[src/core/flm_pkg.sv]
// Shared constants, types and register map for the flash lock and remap block.
// Assumes a single 10 MHz system clock and a plain register port on the system side.
//
// Summary of operation
// SRAM answers only at 0x0020_0000 until remap, then also at base zero.
// Flash always answers at 0x0010_0000, and at base zero until remap.
// Boot ROM is never decoded at any address in this map.
// Internal-area addresses from 0x0030_0000 upward return an abort.
// SRAM size is a build parameter: 64, 32, 16, 8 or 4 Kbytes.
// Largest variant has two 256-Kbyte flash banks; others use one bank.
// In dual-bank builds each bank owns its own sixteen lock bits.
// With 256-byte pages a lock region is 64 pages, 16 Kbytes.
// With 128-byte pages a lock region is 32 pages, 4 Kbytes.
// Program or erase on a locked region aborts and raises the lock flag.
// Interrupt rises on a lock error only when its enable bit is one.
// The set-lock command sets the addressed region's lock bit.
// The clear-lock command clears the addressed region's lock bit.
// Lock bits survive reset and change only through flash commands or the chip-wipe pin.
// The chip-wipe pin clears every lock bit.
// Each memory owns a 1-Mbyte window and aliases modulo its size.
// A remap write moves base zero to SRAM; only reset undoes it.
package flm_pkg;

    // Register offsets on the plain register port.
    localparam logic [4:0] REG_MODE  = 5'h00;
    localparam logic [4:0] REG_STAT  = 5'h04;
    localparam logic [4:0] REG_CMD   = 5'h08;
    localparam logic [4:0] REG_REMAP = 5'h0C;
    localparam logic [4:0] REG_LOCK  = 5'h10;

    // Field positions.
    localparam int MODE_LOCKIE_BIT = 2;
    localparam int STAT_READY_BIT  = 0;
    localparam int STAT_LOCKV_BIT  = 2;
    localparam int REMAP_BIT       = 0;
    localparam int CMD_OP_LSB      = 0;
    localparam int CMD_PAGE_LSB    = 8;

    // Reset values of the volatile control state.
    localparam logic MODE_LOCKIE_RST = 1'b0;
    localparam logic REMAP_RST       = 1'b0;
    localparam logic LOCKV_RST       = 1'b0;

    // Address windows, in units of 1 Mbyte, and the internal area tag.
    localparam logic [11:0] WIN_LOW   = 12'h000;
    localparam logic [11:0] WIN_FLASH = 12'h001;
    localparam logic [11:0] WIN_SRAM  = 12'h002;
    localparam logic [3:0]  INT_AREA  = 4'h0;

    // Flash geometry shared by the controller and the lock store.
    localparam int PAGE_W         = 11;
    localparam int LOCKS_PER_BANK = 16;
    localparam int BANK_KB        = 256;
    localparam int MAX_BANKS      = 2;

    // Flash command codes written into the command register.
    typedef enum logic [3:0] {
        OP_PROG    = 4'h1,
        OP_SETLOCK = 4'h2,
        OP_CLRLOCK = 4'h4,
        OP_ERASE   = 4'h8
    } flm_op_t;

    // Command controller states.
    typedef enum logic [2:0] {
        ST_IDLE  = 3'b001,
        ST_CHECK = 3'b010,
        ST_BUSY  = 3'b100
    } flm_state_t;

    // Latched flash command.
    typedef struct packed {
        flm_op_t            op;
        logic [PAGE_W-1:0]  page;
    } flm_cmd_t;

    // Registered result of one address decode.
    typedef struct packed {
        logic        flash_sel;
        logic        sram_sel;
        logic        abort;
        logic [19:0] offset;
    } flm_dec_t;

endpackage : flm_pkg

[src/core/flm_top.sv]
// Memory map decoder with boot remap, plus the flash lock-region guard.
// Assumes a flash programming engine that takes eng_req/eng_cmd and pulses eng_done,
// and a bus fabric that routes accesses according to the registered decode.
`timescale 1ns/1ps
module flm_top
    import flm_pkg::*;
#(
    parameter int SRAM_KB    = 64,   // SRAM size in Kbytes: 64, 32, 16, 8 or 4.
    parameter int FLASH_KB   = 512,  // Flash size in Kbytes: 512 down to 16.
    parameter int PAGE_BYTES = 256   // Flash page size: 256 or 128.
) (
    input  wire logic        sys_clk,     // System clock, 10 MHz.
    input  wire logic        rst,         // Synchronous reset, active high.
    input  wire logic        clk_en,      // Clock enable; all state holds while low.
    input  wire logic        acc_valid,   // Bus access present this cycle.
    input  wire logic [31:0] acc_addr,    // Bus access byte address.
    output logic             dec_valid_q, // Decode result valid.
    output flm_dec_t         dec_q,       // Decode result: selects and offset.
    input  wire logic [4:0]  reg_addr,    // Register byte address.
    input  wire logic [31:0] reg_wdata,   // Register write data.
    input  wire logic        reg_wr,      // Register write strobe.
    input  wire logic        reg_rd,      // Register read strobe.
    output logic      [31:0] reg_rdata_q, // Read data, one cycle after the strobe.
    input  wire logic        chip_wipe,   // External chip-wipe pin, active high.
    output logic             eng_req,     // Request to the programming engine.
    output flm_cmd_t         eng_cmd,     // Command for the programming engine.
    input  wire logic        eng_done,    // Engine finished, one-cycle pulse.
    output logic             irq          // Lock error interrupt.
);

    // Geometry derived from the build parameters.
    localparam int NUM_BANKS    = (FLASH_KB > BANK_KB) ? 2 : 1;
    localparam int REGION_PAGES = (PAGE_BYTES == 256) ? 64 : 32;
    localparam int REGION_SHIFT = $clog2(REGION_PAGES);
    localparam int NUM_PAGES    = (FLASH_KB * 1024) / PAGE_BYTES;
    localparam int NUM_LOCKS    = NUM_PAGES / REGION_PAGES;
    localparam logic [19:0] SRAM_MASK  = 20'(SRAM_KB * 1024 - 1);
    localparam logic [19:0] FLASH_MASK = 20'(FLASH_KB * 1024 - 1);
    localparam logic [PAGE_W-1:0] PAGE_MASK = PAGE_W'(NUM_PAGES - 1);
    localparam logic [5:0] NUM_LOCKS_W = 6'(NUM_LOCKS);

    logic        remap_q;
    logic        remap_d;
    logic        lockie_q;
    logic        lockie_d;
    logic        lockv_q;
    logic        lockv_d;
    logic [31:0] reg_rdata_d;
    flm_dec_t    dec_d;
    flm_state_t  state_q;
    flm_state_t  state_d;
    flm_cmd_t    cmd_q;
    flm_cmd_t    cmd_d;
    logic        viol_set;
    logic        set_en;
    logic        clr_en;
    logic        cmd_wr;
    logic        region_hit;
    logic [4:0]  lock_idx;
    logic [MAX_BANKS*LOCKS_PER_BANK-1:0] lock_vec;

    // Address decode: flash and SRAM windows, base zero by remap, abort elsewhere in the internal area.
    always_comb begin
        dec_d = '0;
        if (acc_valid && acc_addr[31:28] == INT_AREA) begin
            if (acc_addr[31:20] == WIN_FLASH ||
                (acc_addr[31:20] == WIN_LOW && !remap_q)) begin
                dec_d.flash_sel = 1'b1;
                dec_d.offset    = acc_addr[19:0] & FLASH_MASK;
            end else if (acc_addr[31:20] == WIN_SRAM ||
                         (acc_addr[31:20] == WIN_LOW && remap_q)) begin
                dec_d.sram_sel = 1'b1;
                dec_d.offset   = acc_addr[19:0] & SRAM_MASK;
            end else begin
                dec_d.abort = 1'b1;
            end
        end
    end

    // Decode register.
    always_ff @(posedge sys_clk) begin
        if (rst) begin
            dec_q       <= '0;
            dec_valid_q <= 1'b0;
        end else if (clk_en) begin
            dec_q       <= dec_d;
            dec_valid_q <= acc_valid;
        end
    end

    // Lock bit lookup for the latched page, wrapped to the flash size.
    always_comb begin
        lock_idx   = 5'((cmd_q.page & PAGE_MASK) >> REGION_SHIFT);
        region_hit = ({1'b0, lock_idx} < NUM_LOCKS_W) && lock_vec[lock_idx];
    end

    // One lock store per bank, each owning sixteen bits.
    for (genvar b = 0; b < MAX_BANKS; b++) begin : g_bank
        if (b < NUM_BANKS) begin : g_on
            flm_lock_store u_store (
                .sys_clk (sys_clk),
                .clk_en  (clk_en),
                .wipe    (chip_wipe),
                .set_en  (set_en && lock_idx[4] == 1'(b)),
                .clr_en  (clr_en && lock_idx[4] == 1'(b)),
                .idx     (lock_idx[3:0]),
                .bits_q  (lock_vec[b*LOCKS_PER_BANK +: LOCKS_PER_BANK])
            );
        end else begin : g_off
            assign lock_vec[b*LOCKS_PER_BANK +: LOCKS_PER_BANK] = '0;
        end
    end

    // Command controller: latch, check against the locks, then run or abort.
    always_comb begin
        state_d  = state_q;
        cmd_d    = cmd_q;
        viol_set = 1'b0;
        set_en   = 1'b0;
        clr_en   = 1'b0;
        cmd_wr   = reg_wr && reg_addr == REG_CMD;
        unique case (state_q)
            ST_IDLE: begin
                if (cmd_wr) begin
                    cmd_d.op   = flm_op_t'(reg_wdata[CMD_OP_LSB +: 4]);
                    cmd_d.page = reg_wdata[CMD_PAGE_LSB +: PAGE_W];
                    state_d    = ST_CHECK;
                end
            end
            ST_CHECK: begin
                state_d = ST_IDLE;
                case (cmd_q.op)
                    OP_PROG: begin
                        if (region_hit) begin
                            viol_set = 1'b1;
                        end else begin
                            state_d = ST_BUSY;
                        end
                    end
                    OP_ERASE: begin
                        if (|lock_vec) begin
                            viol_set = 1'b1;
                        end else begin
                            state_d = ST_BUSY;
                        end
                    end
                    OP_SETLOCK: set_en = ({1'b0, lock_idx} < NUM_LOCKS_W);
                    OP_CLRLOCK: clr_en = ({1'b0, lock_idx} < NUM_LOCKS_W);
                    default:    state_d = ST_IDLE;
                endcase
            end
            ST_BUSY: begin
                if (eng_done) begin
                    state_d = ST_IDLE;
                end
            end
            default: state_d = ST_IDLE;                                  // Illegal or unset code.
        endcase
    end

    // Controller state register.
    always_ff @(posedge sys_clk) begin
        if (rst) begin
            state_q <= ST_IDLE;
            cmd_q   <= '{op: OP_PROG, page: '0};
        end else if (clk_en) begin
            state_q <= state_d;
            cmd_q   <= cmd_d;
        end
    end

    // Engine handshake: request holds until the done pulse.
    assign eng_req = (state_q == ST_BUSY);
    assign eng_cmd = cmd_q;

    // Register file: mode, status with read-to-clear flag, remap and lock view.
    always_comb begin
        lockie_d    = lockie_q;
        remap_d     = remap_q;
        lockv_d     = lockv_q;
        reg_rdata_d = '0;
        if (reg_wr && reg_addr == REG_MODE) begin
            lockie_d = reg_wdata[MODE_LOCKIE_BIT];
        end
        if (reg_wr && reg_addr == REG_REMAP && reg_wdata[REMAP_BIT]) begin
            remap_d = 1'b1;
        end
        if (reg_rd && reg_addr == REG_STAT) begin
            lockv_d = 1'b0;
        end
        if (viol_set) begin
            lockv_d = 1'b1;
        end
        if (reg_rd) begin
            case (reg_addr)
                REG_MODE:  reg_rdata_d[MODE_LOCKIE_BIT] = lockie_q;
                REG_STAT: begin
                    reg_rdata_d[STAT_READY_BIT] = (state_q == ST_IDLE);
                    reg_rdata_d[STAT_LOCKV_BIT] = lockv_q;
                end
                REG_CMD: begin
                    reg_rdata_d[CMD_OP_LSB +: 4]        = cmd_q.op;
                    reg_rdata_d[CMD_PAGE_LSB +: PAGE_W] = cmd_q.page;
                end
                REG_REMAP: reg_rdata_d[REMAP_BIT] = remap_q;
                REG_LOCK:  reg_rdata_d = lock_vec;
                default:   reg_rdata_d = '0;
            endcase
        end
    end

    // Register state; only reset returns base zero to flash.
    always_ff @(posedge sys_clk) begin
        if (rst) begin
            lockie_q    <= MODE_LOCKIE_RST;
            remap_q     <= REMAP_RST;
            lockv_q     <= LOCKV_RST;
            reg_rdata_q <= '0;
        end else if (clk_en) begin
            lockie_q    <= lockie_d;
            remap_q     <= remap_d;
            lockv_q     <= lockv_d;
            reg_rdata_q <= reg_rdata_d;
        end
    end

    // Interrupt is the flag gated by its enable.
    assign irq = lockv_q && lockie_q;

    // Checks on the decode and on the lock guard.
    chk_flash_window: assert property (@(posedge sys_clk) disable iff (rst)
        clk_en && acc_valid && acc_addr[31:20] == WIN_FLASH
        |=> dec_valid_q && dec_q.flash_sel && !dec_q.sram_sel)
        else $error("flash window not selected");

    chk_boot_low: assert property (@(posedge sys_clk) disable iff (rst)
        clk_en && acc_valid && acc_addr[31:20] == WIN_LOW && !remap_q
        |=> dec_q.flash_sel)
        else $error("base zero not flash before remap");

    chk_remap_low: assert property (@(posedge sys_clk) disable iff (rst)
        clk_en && acc_valid && acc_addr[31:20] == WIN_LOW && remap_q
        |=> dec_q.sram_sel && !dec_q.flash_sel)
        else $error("base zero not SRAM after remap");

    chk_sram_alias: assert property (@(posedge sys_clk) disable iff (rst)
        clk_en && acc_valid && acc_addr[31:20] == WIN_SRAM
        |=> dec_q.sram_sel && dec_q.offset == ($past(acc_addr[19:0]) & SRAM_MASK))
        else $error("SRAM offset not wrapped");

    chk_abort_area: assert property (@(posedge sys_clk) disable iff (rst)
        clk_en && acc_valid && acc_addr[31:28] == INT_AREA && acc_addr[27:20] > 8'h02
        |=> dec_q.abort && !dec_q.flash_sel && !dec_q.sram_sel)
        else $error("undefined area not aborted");

    chk_remap_sticky: assert property (@(posedge sys_clk) disable iff (rst)
        remap_q |=> remap_q)
        else $error("remap dropped without reset");

    chk_locked_abort: assert property (@(posedge sys_clk) disable iff (rst)
        clk_en && state_q == ST_CHECK && cmd_q.op == OP_PROG && region_hit
        |=> lockv_q && state_q == ST_IDLE ##1 !eng_req)
        else $error("locked program not aborted");

    chk_irq_gate: assert property (@(posedge sys_clk) disable iff (rst)
        !lockie_q |-> !irq)
        else $error("interrupt without enable");

    chk_set_lock: assert property (@(posedge sys_clk) disable iff (rst)
        clk_en && state_q == ST_CHECK && cmd_q.op == OP_SETLOCK && !chip_wipe
        && {1'b0, lock_idx} < NUM_LOCKS_W
        |=> lock_vec[$past(lock_idx)])
        else $error("set-lock did not set bit");

    chk_wipe_clears: assert property (@(posedge sys_clk) disable iff (rst)
        clk_en && chip_wipe |=> lock_vec == '0)
        else $error("wipe left a lock bit set");

    chk_clear_lock: assert property (@(posedge sys_clk) disable iff (rst)
        clk_en && state_q == ST_CHECK && cmd_q.op == OP_CLRLOCK && !chip_wipe
        && {1'b0, lock_idx} < NUM_LOCKS_W
        |=> !lock_vec[$past(lock_idx)])
        else $error("clear-lock did not clear bit");

    chk_erase_abort: assert property (@(posedge sys_clk) disable iff (rst)
        clk_en && state_q == ST_CHECK && cmd_q.op == OP_ERASE && |lock_vec
        |=> lockv_q && !eng_req)
        else $error("locked erase not aborted");

    chk_lock_hold: assert property (@(posedge sys_clk) disable iff (rst)
        !(clk_en && (chip_wipe || state_q == ST_CHECK))
        |=> lock_vec == $past(lock_vec))
        else $error("lock bits changed without a command");

    chk_irq_raise: assert property (@(posedge sys_clk) disable iff (rst)
        clk_en && viol_set && lockie_q && !(reg_wr && reg_addr == REG_MODE)
        |=> irq)
        else $error("enabled lock error gave no interrupt");

    cov_remap_access: cover property (@(posedge sys_clk) disable iff (rst)
        remap_q && dec_valid_q && dec_q.sram_sel);
    cov_lock_abort: cover property (@(posedge sys_clk) disable iff (rst)
        viol_set && clk_en ##1 irq);
    cov_prog_done: cover property (@(posedge sys_clk) disable iff (rst)
        eng_req && eng_done && clk_en);
    cov_wipe_frozen: cover property (@(posedge sys_clk) disable iff (rst)
        !clk_en && chip_wipe && |lock_vec);

endmodule : flm_top

[src/core/flm_lock_store.sv]
// Nonvolatile lock bits of one flash bank.
// Assumes the controller presents at most one of set or clear per cycle; wipe comes straight from the pin.
`timescale 1ns/1ps
module flm_lock_store
    import flm_pkg::*;
(
    input  wire logic                      sys_clk,  // System clock.
    input  wire logic                      clk_en,   // Freezes the bits while low.
    input  wire logic                      wipe,     // Chip-wipe pin, clears all bits.
    input  wire logic                      set_en,   // Set the indexed bit.
    input  wire logic                      clr_en,   // Clear the indexed bit.
    input  wire logic [3:0]                idx,      // Region index inside the bank.
    output logic      [LOCKS_PER_BANK-1:0] bits_q    // Stored lock bits.
);

    logic [LOCKS_PER_BANK-1:0] bits_d;

    // Wipe dominates; otherwise a command changes one bit.
    always_comb begin
        bits_d = bits_q;
        if (wipe) begin
            bits_d = '0;
        end else if (set_en) begin
            bits_d[idx] = 1'b1;
        end else if (clr_en) begin
            bits_d[idx] = 1'b0;
        end
    end

    // No reset on purpose: the bits model nonvolatile cells.
    always_ff @(posedge sys_clk) begin
        if (clk_en) begin
            bits_q <= bits_d;
        end
    end

endmodule : flm_lock_store

[config.mk]
export PLATFORM = sky130hd
export DESIGN_NAME = flm_top
export DESIGN_NICKNAME = d
export VERILOG_FILES = /design/src/core/flm_pkg.sv /design/src/core/flm_top.sv /design/src/core/flm_lock_store.sv
export SDC_FILE = /design/constraint.sdc
export NUM_CORES = 1
export LEC_CHECK = 0
export ABC_CLOCK_PERIOD_IN_PS = 1900
export BUFFER_PORTS_ARGS = -buffer_cell sky130_fd_sc_hd__buf_4
export CAP_MARGIN = 20
export CORE_ASPECT_RATIO = 0.8
export CORE_MARGIN = 8
export CORE_UTILIZATION = 49
export CTS_BUF_LIST = sky130_fd_sc_hd__clkbuf_8
export DETAILED_ROUTE_END_ITERATION = 16
export GPL_ROUTABILITY_DRIVEN = 0
export PLACE_DENSITY = 0.75
export SLEW_MARGIN = 20
export SYNTH_ARGS = -nofsm -noshare
export SYNTH_HDL_FRONTEND = slang
export SYNTH_HIERARCHICAL = 1
export SYNTH_SLANG_ARGS = --single-unit
[constraint.sdc]
create_clock -name sys_clk -period 1.9 [get_ports sys_clk]
set_input_delay 0.38 -clock sys_clk [delete_from_list [all_inputs] [get_ports sys_clk]]
set_output_delay 0.38 -clock sys_clk [all_outputs]
set_load 0.01 [all_outputs]
==> key figures <==
STA
  • Worst Tran Pin Value: 600 ps
  • Period utilization: 95.9%
  • Fin. max-slew vios: 0
  • Final setup viols: 0
  • Worst Clk Skew: 12.4 ps
  • Fmax: 0.549 GHz
  • Relative slew margins: 59.4%
  • Min cycle time layout: 1820 ps
  • Final setup TNS: 0 ps
  • Unrepaired setup endpoints after global routing: true
  • Worst setup margin: 78.4 ps
  • Final count of hold timing violations: 0
  • Worst Hold Slack: 228 ps

Clock tree
  • CTS sink count: 108
  • Htree depth: 3
  • Clk Latency, worst-skew pair: 380 ps
  • Clk pin slew, worst setup/hold paths: 100 ps
  • Num CTS Buffers: 9
  • Clock Path Buffers: 2
  • TritonCTS clock tree: done
  • Post-CTS Hold Fix Bufs: 0
  • Root Buffer: clkbuf_8

Logic synthesis
  • Ys flop type: dfxtp_1
  • Area leader, netlist: dfxtp_1
  • Cell area after synthesis: 5430 um^2
  • Gate Count Post-Synth: 518
  • Share of the synthesized area in the top cell type: 28.0%
  • Asr flop ratio synth: 0%
  • Dominant cells by area after synthesis: dfxtp_1 (28%), edfxtp_1 (18%), mux2i_1 (12%)
  • Register area share after synthesis: 45.7%
  • Syn_area_per_cell: 10.5 um^2
  • Post-synth EDFFs: 32
  • Register bit total from synthesis: 108
  • Yosys warns: 6
  • Syn nets: 595
  • Netlist cell types: 49

Placement
  • Place WS: -59.6 ps
  • Placed Area: 6710 um^2
  • I/O Buffers: 130
  • Hpwl dp: 11.0 mm

Die
  • Num rows: 34
  • Core Region: 10,800 um^2
  • Die height: 110 um
  • Io pins: 150
  • Initial core utilization: 50.1%
  • Area of the die: 14,700 um^2
  • Chip width: 134 um

Finish
  • Nets: 734
  • Layout Area Growth over Synthesis: 27.4%
  • Post-route cell area: 6920 um^2
  • Fraction of layout cells with a size suffix above 1: 34.0%
  • Antenna diodes: 0
  • Fillers: 859

Route
  • Post-route DRC violation count: 0
  • Initial DRT Pass Iterations: 6
  • Wire per inst: 19.1 um
  • Routed Antenna Nets: 0
  • 1st-iter DRT viols: 456
  • DR vias: 4,631
  • Total routed wirelength: 15.4 mm
  • Detail-routed via count per cell: 5.75

Worst setup path
  • CP Launch Type: flip-flop
  • Reg-to-Reg Start: eng_cmd[7]$_SDFFE_PP0P_
  • R2R depth: 8
  • CP Class: reg -> reg
  • Slowest stage delay, CP: 430 ps
  • Worst Setup End Kind: flip-flop
  • CP max stage cell: dfxtp_4
  • CP Launch Point: eng_cmd[7]$_SDFFE_PP0P_
  • Critical path cell sequence: buf_12 -> mux2i_1 -> a211oi_2 -> nand2_1 -> a21oi_1 -> a311oi_2 -> buf_4 -> a31oi_1
  • R2R Setup Slk: 80 ps
  • Critical R2R Capture: state_q[0]$_SDFFE_PP1P_
  • Crit path max fanout: 14
  • Worst EP required: 2130 ps
  • Crit path arrival time: 2060 ps

Hold path
  • Hold Crit Class: in -> reg
  • HP Start: reg_wdata[0]
  • WHS Endpoint: eng_cmd[11]$_SDFFE_PP1P_
  • Worst hold path depth: 2

Global routing
  • Global-route usage over all layers: 19.9%
  • Initial antenna violation count: 0
  • GRT overflow: 0
  • Vias in the first global route: 4,582
  • First-pass GRT wire length: 23.9 mm
  • Pin count of the biggest net entering global routing: 43

Power and ir drop
  • Pwr dens: 583 nW/um^2
  • Leakage: 2.63 nW
  • Peak supply drop: 0.000314 V

Outcome
  • Outcome: complete, no violations

Run
  • Max_cap viols: 0
-- where the power goes --
part / switching [mW] / total (mW) / internal [mW]
combinational: 0.162 / 0.326 / 0.164
sequential: 0.0377 / 2.44 / 2.41
clock: 0.792 / 1.27 / 0.475
-- through the flow --
stage | utilization [%] | instances | power (mW)
2_1_floorplan | - | 518 | 2.63
3_3_place_gp | 61.8 | 789 | 2.81
3_5_place_dp | 61.8 | 789 | 2.82
4_1_cts | 63.4 | 805 | 4.07
5_1_grt | 63.8 | 806 | 4.18
6_report | 63.8 | 806 | 4.04
-- Yosys cell counts (2+ instances only) --
cell and count:
a21oi_1 9, a222oi_1 13, a22oi_1 41, and2_1 2
and4bb_2 12, buf_1 3, buf_2 4, buf_4 2
buf_6 12, clkbuf_1 19, dfxtp_1 76, edfxtp_1 32
mux2i_1 66, nand2_1 22, nand2b_1 38, nand3_1 6
nand3b_1 3, nand4_1 3, nand4b_1 8, nor2_1 76
nor2_2 6, nor2b_1 5, nor3_1 11, nor4_1 10
nor4_4 3, nor4b_1 2, nor4b_4 8, o21ai_0 3
o31a_1 2, or4_1 2
-- layout make-up --
type	count	area, um^2	area share, %
Multi-Input combinational cell	368	2710	39.2
Clock buffer	9	124	1.79
Clock inverter	7	41.3	0.597
Inverter	2	7.51	0.108
Tap cell	144	180	2.60
Sequential cell	108	2490	35.9
Timing Repair Buffer	168	1370	19.8
-- sequential cells by signal (all words and copies together) (netlist names) --
register,count
reg_rdata_q,32
remap_q,1
eng_cmd,15
lockie_q,1
lockv_q,1
dec_q,22
dec_valid_q,1
state_q,3
g_bank.g_on.u_store/bits_q,32
-- critical path: cells and delay by family (launching register included) --
family	cells	cell delay, ps
AO/OA/AOI/OAI	4	560
buffers and inverters	2	350
flip-flops	1	430
multiplexers	1	250
AND/OR/NAND/NOR	1	80
-- worst max path at each step --
stage	end	slack (ps)	cells after the start
after floorplan	eng_cmd[9]$_SDFFE_PP0P_	8	6
after global placement	dec_q[18]$_SDFFE_PP0P_	0.7	8
after detailed placement	dec_q[8]$_SDFFE_PP0P_	-60	8
after CTS	state_q[0]$_SDFFE_PP1P_	70	8
after global routing	lockv_q$_SDFFE_PP0P_	-3	8
final	state_q[0]$_SDFFE_PP1P_	80	8
-- layout by cell type (no fill, tap or decap), drive strengths merged, types with 2 or more instances in the layout --
cell type  count
a21oi         10
a222oi        13
a22oi         41
and2           2
and4bb        12
buf          167
clkbuf        10
clkinv         2
dfxtp         76
edfxtp        32
inv            7
mux2i         66
nand2         23
nand2b        38
nand3          6
nand3b         3
nand4          3
nand4b         8
nor2          82
nor2b          5
nor3          12
nor4          13
nor4b         10
o21ai          3
o31a           2
or4            2
-- layer usage --
layer / vias up / global-route usage [%] / part of all wire [%]
li1: 2206 / - / -
met1: 2274 / 26.3 / 45
met2: 140 / 33.2 / 49
met3: 11 / 4.35 / 5.3
met4: 0 / 4.08 / 0.74
met5: - / 0 / 0
-- timing repair --
item                                    4_1_cts  5_1_grt
endpoints found under the setup margin        1       23
pin swaps                                     0        0
gates cloned                                  0        1
setup buffers                                 0        0
resized for setup                             1        5
-- cell families (layout without fill, tap and decap cells) --
| kind of cell | count (synthesis) | count (layout) | synth area share, % |
|---|---|---|---|
| and+or+nand+nor | 223 | 223 | 26.3 |
| DFF | 108 | 108 | 45.7 |
| AOI/OAI and AO/OA | 78 | 78 | 11.0 |
| muxes | 66 | 66 | 12.2 |
| other | 1 | 1 | 0.0690 |
| buffers and inverters | 42 | 186 | 4.79 |
No activity file was read; power rests on OpenSTA's default activity.
